File: config.mk
export PLATFORM = sky130hd
export DESIGN_NAME = arsi_top
export DESIGN_NICKNAME = d
export VERILOG_FILES = /design/src/shared/arsi_pkg.sv /design/src/verilog/arsi_sync.sv /design/src/verilog/arsi_coherent.sv /design/src/verilog/arsi_top.sv
export VERILOG_INCLUDE_DIRS = /design/src /design/src/shared
export SDC_FILE = /design/constraint.sdc
export NUM_CORES = 1
export LEC_CHECK = 0
export ABC_AREA = 1
export BUFFER_PORTS_ARGS = -buffer_cell sky130_fd_sc_hd__buf_2
export CORE_ASPECT_RATIO = 0.75
export CORE_MARGIN = 3
export CORE_UTILIZATION = 52
export DETAILED_ROUTE_END_ITERATION = 16
export GPL_ROUTABILITY_DRIVEN = 0
export GPL_TIMING_DRIVEN = 0
export PLACE_DENSITY = 0.79
export SETUP_SLACK_MARGIN = 0.3
export SLEW_MARGIN = 20
export SYNTH_ARGS = -nofsm -noshare
export SYNTH_HDL_FRONTEND = slang
export SYNTH_HIERARCHICAL = 1
export SYNTH_SLANG_ARGS = --single-unit
File: constraint.sdc
create_clock -name aclk -period 2.1 [get_ports aclk]
set_input_delay 0.105 -clock aclk [delete_from_list [all_inputs] [get_ports aclk]]
set_output_delay 0.105 -clock aclk [all_outputs]
set_load 0.005 [all_outputs]
File: src/shared/arsi_cfg.svh
`ifndef ARSI_CFG_SVH
`define ARSI_CFG_SVH

// ****************************************************************
// Register byte offsets
// ****************************************************************
`define ARSI_OFS_STATUS_CONTROL_ONE 8'h00
`define ARSI_OFS_STATUS_CONTROL_TWO 8'h04
`define ARSI_OFS_RESULT_HIGH        8'h08
`define ARSI_OFS_RESULT_LOW         8'h0C
`define ARSI_OFS_EVENT_STATUS       8'h10
`define ARSI_OFS_EVENT_MASK         8'h14

// ****************************************************************
// Field positions of the control registers
// ****************************************************************
`define ARSI_SC1_CHAN_MSB  4
`define ARSI_SC1_CHAN_LSB  0
`define ARSI_SC1_CONT_BIT  5
`define ARSI_SC1_IEN_BIT   6
`define ARSI_SC1_FLAG_BIT  7
`define ARSI_CHAN_OFF      5'h1F
`define ARSI_SC2_MODE_MSB  1
`define ARSI_SC2_MODE_LSB  0
`define ARSI_SC2_ACLK_BIT  2
`define ARSI_SC2_BUSY_BIT  7

// ****************************************************************
// Event status bits
// ****************************************************************
`define ARSI_EV_DONE_BIT    0
`define ARSI_EV_OVERRUN_BIT 1
`define ARSI_EV_WIDTH       2

// ****************************************************************
// Reset values, timing and bus responses
// ****************************************************************
`define ARSI_SC1_RESET     8'h1F
`define ARSI_SC2_RESET     8'h00
`define ARSI_MASK_RESET    2'h0
`define ARSI_GUARD_CYCLES  2'h3
`define ARSI_RESULT_WIDTH  12
`define ARSI_RESP_OKAY     2'h0
`define ARSI_RESP_SLVERR   2'h2

`endif

File: src/shared/arsi_pkg.sv
package arsi_pkg;

  // Result resolution as set in status and control two
  typedef enum logic [1:0] {
    ARSI_RES_8  = 2'h0,
    ARSI_RES_10 = 2'h1,
    ARSI_RES_12 = 2'h2
  } arsi_res_e;

  // Conversion control states, one-hot
  typedef enum logic [2:0] {
    ARSI_ST_IDLE  = 3'b001,
    ARSI_ST_GUARD = 3'b010,
    ARSI_ST_CONV  = 3'b100
  } arsi_state_e;

endpackage : arsi_pkg

File: src/verilog/arsi_sync.sv
`timescale 1ns/1ps

// Two-flop synchroniser for a bus of quasi-static levels
module arsi_sync #(
  parameter int WIDTH = 1
) (
  input  wire logic             aclk,
  input  wire logic             aresetn,
  input  wire logic [WIDTH-1:0] d,
  output logic      [WIDTH-1:0] q
);

  logic [WIDTH-1:0] meta; // First stage, read only by second stage

  // ****************************************************************
  // Two stages
  // ****************************************************************
  always_ff @(posedge aclk) begin
    if (!aresetn) begin
      meta <= '0;
      q    <= '0;
    end else begin
      meta <= d;
      q    <= meta;
    end
  end

endmodule : arsi_sync

File: src/verilog/arsi_coherent.sv
`timescale 1ns/1ps
`include "arsi_cfg.svh"

// Result register with high-byte read freezing the low byte
module arsi_coherent (
  input  wire logic                          aclk,
  input  wire logic                          aresetn,
  input  wire logic                          load,
  input  wire logic [`ARSI_RESULT_WIDTH-1:0] load_data,
  input  wire logic [1:0]                    mode,
  input  wire logic                          rd_high,
  input  wire logic                          rd_low,
  output logic      [7:0]                    high_byte,
  output logic      [7:0]                    low_byte
);

  logic [`ARSI_RESULT_WIDTH-1:0] result;    // Latest stored conversion
  logic [7:0]                    low_latch; // Low byte frozen by high read
  logic                          frozen;    // Low read must use the latch
  logic                          wide;      // 10 or 12 bit result mode

  assign wide = (mode != arsi_pkg::ARSI_RES_8);

  // ****************************************************************
  // Result storage
  // ****************************************************************
  // A load only ever touches the live result, never the latch
  always_ff @(posedge aclk) begin
    if (!aresetn) begin
      result <= '0;
    end else if (load) begin
      result <= load_data;
    end
  end

  // ****************************************************************
  // Low-byte freeze
  // ****************************************************************
  // Latch takes the value before a same-edge load,
  // so a coinciding completion cannot leak in
  always_ff @(posedge aclk) begin
    if (!aresetn) begin
      low_latch <= 8'h00;
      frozen    <= 1'b0;
    end else if (rd_high && wide) begin
      low_latch <= result[7:0];
      frozen    <= 1'b1;
    end else if (rd_low) begin
      frozen    <= 1'b0;
    end
  end

  // ****************************************************************
  // Read views
  // ****************************************************************
  always_comb begin
    case (mode)
      arsi_pkg::ARSI_RES_10: high_byte = {6'h00, result[9:8]};
      arsi_pkg::ARSI_RES_12: high_byte = {4'h0, result[11:8]};
      default:               high_byte = 8'h00;
    endcase
    // Eight-bit mode gives the whole result in one byte
    if (!wide) begin
      low_byte = result[11:4];
    end else if (frozen) begin
      low_byte = low_latch;
    end else begin
      low_byte = result[7:0];
    end
  end

endmodule : arsi_coherent

File: src/verilog/arsi_top.sv
`timescale 1ns/1ps
`include "arsi_cfg.svh"

// Summary of operation
// - High byte read freezes low byte outside eight-bit mode
// - Coinciding completion never overwrites frozen low byte
// - Eight-bit mode returns whole result at once
// - Single mode result held until next start
// - Completion sets flag and stores result
// - Control one write with lane zero strobe clears flag
// - Enabled flag raises interrupt request
// - Control one write selects channel and mode
// - Engine clock may be bus or asynchronous
module arsi_top (
  input  wire logic                          aclk,
  input  wire logic                          aresetn,
  // AXI4-Lite write address
  input  wire logic [7:0]                    s_axi_awaddr,
  input  wire logic                          s_axi_awvalid,
  output logic                               s_axi_awready,
  // AXI4-Lite write data
  input  wire logic [31:0]                   s_axi_wdata,
  input  wire logic [3:0]                    s_axi_wstrb,
  input  wire logic                          s_axi_wvalid,
  output logic                               s_axi_wready,
  // AXI4-Lite write response
  output logic [1:0]                         s_axi_bresp,
  output logic                               s_axi_bvalid,
  input  wire logic                          s_axi_bready,
  // AXI4-Lite read address
  input  wire logic [7:0]                    s_axi_araddr,
  input  wire logic                          s_axi_arvalid,
  output logic                               s_axi_arready,
  // AXI4-Lite read data
  output logic [31:0]                        s_axi_rdata,
  output logic [1:0]                         s_axi_rresp,
  output logic                               s_axi_rvalid,
  input  wire logic                          s_axi_rready,
  // Conversion engine
  output logic                               conv_start,
  output logic                               conv_abort,
  output logic [4:0]                         conv_channel,
  output logic [1:0]                         conv_mode,
  output logic                               conv_async_clk_sel,
  input  wire logic                          conv_done_tgl,
  input  wire logic [`ARSI_RESULT_WIDTH-1:0] conv_result,
  // Interrupt
  output logic                               irq
);

  // ****************************************************************
  // Declarations
  // ****************************************************************
  logic [7:0]  aw_addr;          // Captured write address
  logic        aw_held;          // Write address waiting
  logic [31:0] w_data;           // Captured write data
  logic [3:0]  w_strb;           // Captured write strobes
  logic        w_held;           // Write data waiting
  logic        wr_go;            // Write performed this cycle
  logic        wr_lane0;         // Low byte lane enabled
  logic        wr_sc1;           // Write to control one
  logic        rd_go;            // Read address taken this cycle
  logic [31:0] next_rdata;       // Read data being assembled
  logic [1:0]  next_rresp;       // Read response being assembled
  logic [7:0]  sc1;              // Channel, continuous, enable
  logic [7:0]  sc2;              // Mode and clock select
  logic        flag;             // conversion_complete_flag
  logic [`ARSI_EV_WIDTH-1:0] ev_status; // Sticky events
  logic [`ARSI_EV_WIDTH-1:0] ev_mask;   // Event enables
  logic [`ARSI_EV_WIDTH-1:0] ev_set;    // Events this cycle
  logic        tgl_sync;         // Synchronised completion toggle
  logic        tgl_prev;         // Previous synchronised toggle
  logic        done_pulse;       // One completion seen
  logic [`ARSI_RESULT_WIDTH-1:0] res_sync; // Synchronised result
  logic        accept;           // Completion taken into result
  logic [1:0]  guard_cnt;        // Guard cycles left
  logic [7:0]  res_high;         // High byte view
  logic [7:0]  res_low;          // Low byte view
  logic        rd_high;          // High byte read taken
  logic        rd_low;           // Low byte read taken
  logic        start_req;        // Conversion start this cycle
  arsi_pkg::arsi_state_e state;  // Conversion control state

  // ****************************************************************
  // Engine crossing
  // ****************************************************************
  // Result is steady around each toggle flip;
  // both pass two flops here
  arsi_sync #(
    .WIDTH (1)
  ) u_sync_tgl (
    .aclk    (aclk),
    .aresetn (aresetn),
    .d       (conv_done_tgl),
    .q       (tgl_sync)
  );

  arsi_sync #(
    .WIDTH (`ARSI_RESULT_WIDTH)
  ) u_sync_res (
    .aclk    (aclk),
    .aresetn (aresetn),
    .d       (conv_result),
    .q       (res_sync)
  );

  // Edge of the synchronised toggle
  always_ff @(posedge aclk) begin
    if (!aresetn) begin
      tgl_prev <= 1'b0;
    end else begin
      tgl_prev <= tgl_sync;
    end
  end

  assign done_pulse = tgl_sync ^ tgl_prev;

  // ****************************************************************
  // AXI4-Lite write channel
  // ****************************************************************
  assign s_axi_awready = !aw_held;
  assign s_axi_wready  = !w_held;
  assign wr_go         = aw_held && w_held && !s_axi_bvalid;
  assign wr_lane0      = wr_go && w_strb[0];
  assign wr_sc1        = wr_lane0 && (aw_addr == `ARSI_OFS_STATUS_CONTROL_ONE);

  // Address capture, independent of data
  always_ff @(posedge aclk) begin
    if (!aresetn) begin
      aw_held <= 1'b0;
      aw_addr <= 8'h00;
    end else if (s_axi_awvalid && !aw_held) begin
      aw_held <= 1'b1;
      aw_addr <= s_axi_awaddr;
    end else if (wr_go) begin
      aw_held <= 1'b0;
    end
  end

  // Data capture, independent of address
  always_ff @(posedge aclk) begin
    if (!aresetn) begin
      w_held <= 1'b0;
      w_data <= 32'h0000_0000;
      w_strb <= 4'h0;
    end else if (s_axi_wvalid && !w_held) begin
      w_held <= 1'b1;
      w_data <= s_axi_wdata;
      w_strb <= s_axi_wstrb;
    end else if (wr_go) begin
      w_held <= 1'b0;
    end
  end

  // Write response, error for unmapped offsets
  always_ff @(posedge aclk) begin
    if (!aresetn) begin
      s_axi_bvalid <= 1'b0;
      s_axi_bresp  <= `ARSI_RESP_OKAY;
    end else if (wr_go) begin
      s_axi_bvalid <= 1'b1;
      case (aw_addr)
        `ARSI_OFS_STATUS_CONTROL_ONE,
        `ARSI_OFS_STATUS_CONTROL_TWO,
        `ARSI_OFS_RESULT_HIGH,
        `ARSI_OFS_RESULT_LOW,
        `ARSI_OFS_EVENT_STATUS,
        `ARSI_OFS_EVENT_MASK: s_axi_bresp <= `ARSI_RESP_OKAY;
        default:              s_axi_bresp <= `ARSI_RESP_SLVERR;
      endcase
    end else if (s_axi_bready) begin
      s_axi_bvalid <= 1'b0;
    end
  end

  // ****************************************************************
  // Control registers
  // ****************************************************************
  // Channel, continuous and enable bits
  always_ff @(posedge aclk) begin
    if (!aresetn) begin
      sc1 <= `ARSI_SC1_RESET;
    end else if (wr_sc1) begin
      sc1 <= {1'b0, w_data[6:0]};
    end
  end

  // Resolution and engine clock choice
  always_ff @(posedge aclk) begin
    if (!aresetn) begin
      sc2 <= `ARSI_SC2_RESET;
    end else if (wr_lane0 && (aw_addr == `ARSI_OFS_STATUS_CONTROL_TWO)) begin
      sc2 <= {5'h00, w_data[`ARSI_SC2_ACLK_BIT:0]};
    end
  end

  // Event mask
  always_ff @(posedge aclk) begin
    if (!aresetn) begin
      ev_mask <= `ARSI_MASK_RESET;
    end else if (wr_lane0 && (aw_addr == `ARSI_OFS_EVENT_MASK)) begin
      ev_mask <= w_data[`ARSI_EV_WIDTH-1:0];
    end
  end

  assign conv_channel       = sc1[`ARSI_SC1_CHAN_MSB:`ARSI_SC1_CHAN_LSB];
  assign conv_mode          = sc2[`ARSI_SC2_MODE_MSB:`ARSI_SC2_MODE_LSB];
  assign conv_async_clk_sel = sc2[`ARSI_SC2_ACLK_BIT];

  // ****************************************************************
  // Conversion control
  // ****************************************************************
  // A control one write aborts and, unless the
  // channel is off, restarts; stop-then-start
  // software restarts the engine on its start write
  assign start_req = (wr_sc1 && (w_data[4:0] != `ARSI_CHAN_OFF)) ||
                     (accept && sc1[`ARSI_SC1_CONT_BIT]);
  // Completions in a write or guard cycle are stale
  assign accept    = done_pulse && !wr_sc1 && (state == arsi_pkg::ARSI_ST_CONV);

  // Engine strobes, one cycle each
  always_ff @(posedge aclk) begin
    if (!aresetn) begin
      conv_start <= 1'b0;
      conv_abort <= 1'b0;
    end else begin
      conv_start <= start_req;
      conv_abort <= wr_sc1;
    end
  end

  // State of the converter
  always_ff @(posedge aclk) begin
    if (!aresetn) begin
      state     <= arsi_pkg::ARSI_ST_IDLE;
      guard_cnt <= 2'h0;
    end else if (wr_sc1) begin
      // Restart or stop wins over anything in flight
      guard_cnt <= `ARSI_GUARD_CYCLES;
      if (w_data[4:0] != `ARSI_CHAN_OFF) begin
        state <= arsi_pkg::ARSI_ST_GUARD;
      end else begin
        state <= arsi_pkg::ARSI_ST_IDLE;
      end
    end else begin
      case (state)
        arsi_pkg::ARSI_ST_IDLE: begin
          state <= arsi_pkg::ARSI_ST_IDLE;
        end
        arsi_pkg::ARSI_ST_GUARD: begin
          // Let stale toggles drain out of the synchroniser
          if (guard_cnt == 2'h0) begin
            state <= arsi_pkg::ARSI_ST_CONV;
          end else begin
            guard_cnt <= guard_cnt - 2'h1;
          end
        end
        arsi_pkg::ARSI_ST_CONV: begin
          if (accept && !sc1[`ARSI_SC1_CONT_BIT]) begin
            state <= arsi_pkg::ARSI_ST_IDLE;
          end else begin
            state <= arsi_pkg::ARSI_ST_CONV;
          end
        end
        default: begin
          state <= arsi_pkg::ARSI_ST_IDLE;
        end
      endcase
    end
  end

  // ****************************************************************
  // Result and flag
  // ****************************************************************
  arsi_coherent u_coherent (
    .aclk      (aclk),
    .aresetn   (aresetn),
    .load      (accept),
    .load_data (res_sync),
    .mode      (conv_mode),
    .rd_high   (rd_high),
    .rd_low    (rd_low),
    .high_byte (res_high),
    .low_byte  (res_low)
  );

  // Write beats a same-cycle completion,
  // which is dropped with its data
  always_ff @(posedge aclk) begin
    if (!aresetn) begin
      flag <= 1'b0;
    end else if (wr_sc1) begin
      flag <= 1'b0;
    end else if (accept) begin
      flag <= 1'b1;
    end else if (rd_low || (rd_high && (conv_mode == arsi_pkg::ARSI_RES_8))) begin
      flag <= 1'b0;
    end
  end

  // ****************************************************************
  // Events and interrupt
  // ****************************************************************
  assign ev_set[`ARSI_EV_DONE_BIT]    = accept;
  assign ev_set[`ARSI_EV_OVERRUN_BIT] = accept && flag;

  // Sticky events; a same-cycle event survives its read
  always_ff @(posedge aclk) begin
    if (!aresetn) begin
      ev_status <= '0;
    end else if (rd_go && (s_axi_araddr == `ARSI_OFS_EVENT_STATUS)) begin
      ev_status <= ev_set;
    end else begin
      ev_status <= ev_status | ev_set;
    end
  end

  // Enabled flag or any unmasked event
  always_ff @(posedge aclk) begin
    if (!aresetn) begin
      irq <= 1'b0;
    end else begin
      irq <= (flag && sc1[`ARSI_SC1_IEN_BIT]) || (|(ev_status & ev_mask));
    end
  end

  // ****************************************************************
  // AXI4-Lite read channel
  // ****************************************************************
  assign s_axi_arready = !s_axi_rvalid;
  assign rd_go         = s_axi_arvalid && !s_axi_rvalid;
  assign rd_high       = rd_go && (s_axi_araddr == `ARSI_OFS_RESULT_HIGH);
  assign rd_low        = rd_go && (s_axi_araddr == `ARSI_OFS_RESULT_LOW);

  // Read mux, narrow registers in the low bits
  always_comb begin
    next_rdata = 32'h0000_0000;
    next_rresp = `ARSI_RESP_OKAY;
    case (s_axi_araddr)
      `ARSI_OFS_STATUS_CONTROL_ONE: next_rdata[7:0] = {flag, sc1[6:0]};
      `ARSI_OFS_STATUS_CONTROL_TWO: begin
        next_rdata[7:0] = {state != arsi_pkg::ARSI_ST_IDLE, sc2[6:0]};
      end
      `ARSI_OFS_RESULT_HIGH:  next_rdata[7:0] = res_high;
      `ARSI_OFS_RESULT_LOW:   next_rdata[7:0] = res_low;
      `ARSI_OFS_EVENT_STATUS: next_rdata[`ARSI_EV_WIDTH-1:0] = ev_status;
      `ARSI_OFS_EVENT_MASK:   next_rdata[`ARSI_EV_WIDTH-1:0] = ev_mask;
      default:                next_rresp = `ARSI_RESP_SLVERR;
    endcase
  end

  // Read data one cycle after the address
  always_ff @(posedge aclk) begin
    if (!aresetn) begin
      s_axi_rvalid <= 1'b0;
      s_axi_rdata  <= 32'h0000_0000;
      s_axi_rresp  <= `ARSI_RESP_OKAY;
    end else if (rd_go) begin
      s_axi_rvalid <= 1'b1;
      s_axi_rdata  <= next_rdata;
      s_axi_rresp  <= next_rresp;
    end else if (s_axi_rready) begin
      s_axi_rvalid <= 1'b0;
    end
  end

endmodule : arsi_top

Yosys cells after proc, flatten, opt, wreduce, memory -nomap -nowiden
Cells that the tools add are included.

$mul: 0. Reduce and logical (&&, ||, !) cells: 47. Multiplexer cells: 27. Eq/ne operators: 18. Add/subtract/negate cells: 1. Magnitude comparators: 0. Divide/modulo/power cells: 0. Shift operators: 0. Bitwise logic cells: 4.

Operator list (count): $eq 8x4->1 const B (4); $eq 8x5->1 const B (4); $pmux 6 s4 (1); $logic_and 1x1->1 (21); $eq 8x3->1 const B (2); $logic_not 8->1 (2); $mux 8 (2); $reduce_bool 2->1 (8); $mux 2 (7); $pmux 2 s6 (1); $reduce_or 6->1 (2); $mux 1 (11); $mux 3 (3); $pmux 4 s2 (1); $logic_not 1->1 (6); $pmux 3 s2 (1); $ne 5x5->1 const B (1); $logic_not 2->1 (2); $reduce_or 2->1 (2); $eq 3x2->1 const B (1); $eq 3x3->1 const B (1); $logic_or 1x1->1 (3); $ne 3x1->1 const B (1); $ne 3x3->1 const B (1); other kinds (9) (9).

Bits in writable memories: 0. Register bits after elaboration: 103. Memories: 0. Latch bits: 0. Bits in read-only memories: 0. Input bits: 72.

Longest topological paths before layout
Word-level depth: 11. Gate-level depth with buffers: 12. Mapped depth without buffers: 10.

Hierarchy
Netlist, hierarchy kept.

Modules (own cells, without submodules): arsi_top (seq. area each 1081.0 µm², instances 1, area each 2698.8 µm², cells each 394); arsi_coherent (seq. area each 420.4 µm², instances 1, area each 1153.6 µm², cells each 181); arsi_sync at u_sync_res (seq. area each 480.5 µm², instances 1, area each 683.2 µm², cells each 74); arsi_sync at u_sync_tgl (seq. area each 40.0 µm², instances 1, area each 55.1 µm², cells each 6).

Least setup slack after synthesis
No wires, ideal clock.

Path kind: register to register. Start: register aw_addr[2]. End: register u_coherent.result[0]. Arrival time: 1.468 ns. Path slack: 0.516 ns. Stages on the path, launching flop included: 10. Required time: 1.984 ns. Period minus slack after synthesis: 1.584 ns. Cell sequence: dfxtp_1 -> or2_4 -> nor3_4 -> nand2_2 -> buf_6 -> nand2_2 -> inv_1 -> clkbuf_2 -> o21ai_0 -> nor2_1.

Longest elaborated chain between the ends: 5.

Ends and longest elaborated chain: from (decl) (RTL line arsi_top.sv:54) `logic [7:0] aw_addr;`; from (signal assigned) (RTL line arsi_top.sv:134) `aw_addr <= s_axi_awaddr;`; $logic_not 8->1; $logic_and 1x1->1 (RTL line arsi_top.sv:125) `` assign wr_sc1 = wr_lane0 && (aw_addr == `ARSI_OFS_STATUS_CONTROL_ONE); ``; $logic_not 1->1 (RTL line arsi_top.sv:219) `assign accept = done_pulse && !wr_sc1 && (state == arsi_pkg::ARSI_ST_CONV);`; $logic_and 1x1->1 (2 in a row) (RTL line arsi_top.sv:219); net accept (RTL line arsi_top.sv:75) `logic accept;`; to (signal assigned) (RTL line arsi_coherent.sv:32) `result <= load_data;`; to (decl) (RTL line arsi_coherent.sv:17) `` logic [`ARSI_RESULT_WIDTH-1:0] result; ``.

The timed path passes the listed nets, and every way through them passes these cells. A chain may end at the register's enable or synchronous reset.

Worst setup path after layout
Ends and elaborated chain as after synthesis.

==> metrics.txt <==
gr usage total 21.89%; Ports 124; Die Span Y ~87 um; commonest non-fill, non-tap cells in the layout 144 x nand2_1, 99 x nor2_1, 98 x dfxtp_1; Pre-antenna DRT Iters 5; CTS Buffer Depth 2; met1 global-route usage about 29%; antenna violations before repair 0; fin. max-slew vios 0; overall via count from detail_route 4,321; clk slew on worst S/H paths 0.08 ns; main combinational cell family by area after synthesis simple AND/OR/NAND/NOR gates; actual slew at the worst max-slew pin 0.7591 ns; Yosys reg bits between 100 and 150; Hold Vio Cnt, Final 0; status finished clean; Unique masters post-synth 36; clock root buffer clkbuf_16; min Tclk post-route around 1.7 ns; Critical path buffers and inverters 3; Post-Place Worst Slack 0.2842 ns; post-layout util slightly below 70%; Die Width roughly 110 um; Worst path top cell family by delay simple AND/OR/NAND/NOR gates; Synth top area share 44.04%; maximum VDD drop between 600 and 700 uV; vias in the first global route slightly below 4,000; commonest non-fill, non-tap cell in the layout nand2_1; crit path cell chain or2_4 -> nor3_4 -> nand2_2 -> buf_8 -> nand2_4 -> inv_2 -> buf_4 -> o21ai_0 -> nor2_1; syn_area_per_cell approximately 7 um2; antenna diode count 0; RSZ-0062 raised after global routing no; CP Data Arrival Time between 1.5 and 2 ns; Synth Area in Simple Gates between 20 and 30%; num rows 29; Inserted Clock Buffers 9; met3 Usage GRT under 10%; FILL cells between 600 and 700; YS warnings 6; Detailed Place HPWL ~7600 um; initial DRC count 199; cell taking the most area after synthesis dfxtp_1; Netlist Area Pre-Place 4591 um2; placed cell area just over 5000 um2; TritonCTS clock tree yes; Setup TNS 0 ns; clock sink count about 100; final setup vio count 0; Post-Synth XOR/XNOR Area less than 1%; Worst Skew ~0.012 ns; Synth Area in Compound Gates ~8.4%; period utilization roughly 82%; met2 GRT Util between 30% and 40%; Pleak ~3 nW; final wirelength ~11,000 um; DRT antenna net count 0; average wire per standard cell 11.85 um; Slowest-stage cell, CP dfxtp_2; CP Launch Type flip-flop; die footprint between 10,000 and 15,000 um2; clock insertion delay at the later pin of the skew report 0.35 ns; share of cells above drive strength 1 between 20% and 30%; Core Region approximately 8500 um2; Top Usage Layer GRT met2; top cells by area, synth dfxtp_1 44%, nand2_1 12%, nor2_1 8.1%; Design Area, Final 5767 um2; Post-layout nets around 860; worst relative slew slack between 40% and 50%; CP Capture Type flip-flop; Final WS setup 0.3730 ns; f_max just under 600 MHz; Overflow after GRT 0; Gate Count Post-Synth 655; WS Path Type flip-flop to flip-flop; DRC 0; Synth Area in Adders roughly 1.1%; synth-to-layout area growth 25.62%; pwr/cell area approximately 720 nW/um2; CP Max Fanout 10; maxcap violations 0; mux share of post-synthesis cell area 0%; Initial Util 53.84%; drt via density around 4.8; sequential fraction of the synthesis area between 40 and 50%; CTS H-tree lvls 3; HP Class input port to flip-flop; CP required 2.34 ns; first-pass GRT wire length around 17,000 um; Max stage delay on crit path around 0.34 ns; maximum number of pins on one net before global-route repair 21; IO Port Bufs about 70
## registers in the layout, indices dropped and copies added, names as in the netlist, 2 cells and up
register / flops
u_sync_res/meta: 12
state: 3
w_data: 7
s_axi_rdata: 8
u_coherent/result: 12
ev_mask: 2
sc2: 3
guard_cnt: 2
ev_status: 2
aw_addr: 8
u_coherent/low_latch: 8
u_sync_res/q: 12
sc1: 7
## worst min-delay path, stage by stage
cell and delay (ns):
buf_2 0.09, inv_1 0.06, a21oi_1 0.07
## report_power, final
group          internal, mW  leakage [nW]  switching, mW  total [mW]
Combinational         0.163          1.98          0.192       0.356
Clock                 0.962         0.157          0.801        1.76
Sequential             1.97         0.827         0.0310        2.01
Total                  3.10          2.96           1.02        4.12
## what timing repair did
item                                   CTS  global route
setup endpoints to repair               11            17
resized for setup                        6            17
cloned                                   0             0
endpoints found under the hold margin   21             0
buffers inserted                         0             3
pin swaps                                1             4
hold buffers                            21             0
## path summary, 6_finish.rpt
path | from | to | slack [ns] | depth (start not counted)
worst min register to register | u_sync_tgl/meta | u_sync_tgl/q | 0.41 | 2
worst max register to register | aw_addr[2] | u_coherent/result[0] | 0.37 | 9
worst min-delay path | s_axi_awvalid | aw_held | 0.01 | 3
worst max-delay path | aw_addr[2] | u_coherent/result[0] | 0.37 | 9
## synth_stat cells
| cell type | number |
|---|---|
| nand2_1 | 145 |
| dfxtp_1 | 101 |
| nor2_1 | 99 |
| inv_1 | 91 |
| nand3_1 | 52 |
| o21ai_0 | 43 |
| buf_4 | 36 |
| a21oi_1 | 30 |
| clkbuf_1 | 8 |
| nor3_1 | 7 |
| buf_2 | 4 |
| buf_6 | 4 |
| ha_1 | 4 |
| nor2_2 | 4 |
| nand2_2 | 3 |
| conb_1 | 2 |
| inv_2 | 2 |
| nor2_4 | 2 |
| a21boi_1 | 1 |
| buf_1 | 1 |
| buf_8 | 1 |
| clkbuf_2 | 1 |
| clkbuf_4 | 1 |
| inv_6 | 1 |
| nand2_4 | 1 |
| nand3_2 | 1 |
| nand4_1 | 1 |
| nor3_2 | 1 |
| nor3_4 | 1 |
| nor3b_1 | 1 |
| nor4_1 | 1 |
| o211ai_1 | 1 |
| o21a_1 | 1 |
| or2_2 | 1 |
| or2_4 | 1 |
| xor2_1 | 1 |
## area by class of cell
cell class	count	area [um2]	share of cell area, %
Sequential cell	101	2028	35.17
Multi-Input combinational cell	432	1936	33.56
Timing Repair Buffer	93	578.1	10.02
Buffer	56	409.1	7.095
Inverter	94	357.8	6.205
Clock buffer	9	225.2	3.905
Tap cell	108	135.1	2.343
Clock inverter	7	97.59	1.692
## metal layers
layer | up-vias | routed length (um)
met2 | 172 | 4754
met5 | - | 0
met1 | 1924 | 4829
met3 | 11 | 922
li1 | 2214 | -
met4 | 0 | 159
## cell families after synthesis
kind of cell	Yosys count
flip-flops	101
buffers and inverters	150
XOR/XNOR	1
other	2
AND/OR/NAND/NOR	321
AO/OA/AOI/OAI	76
adder cells (fa/ha/maj)	4
## through the flow
stage	total power, mW	instances	hold WS, ns
floorplan	2.257	683	0.1985
global placement	2.351	860	0.2863
detailed placement	2.361	860	0.2887
CTS	4.135	897	0.007221
global route	4.253	900	0.02298
finish	4.124	900	0.009865
(Power assumes the default switching activity.)
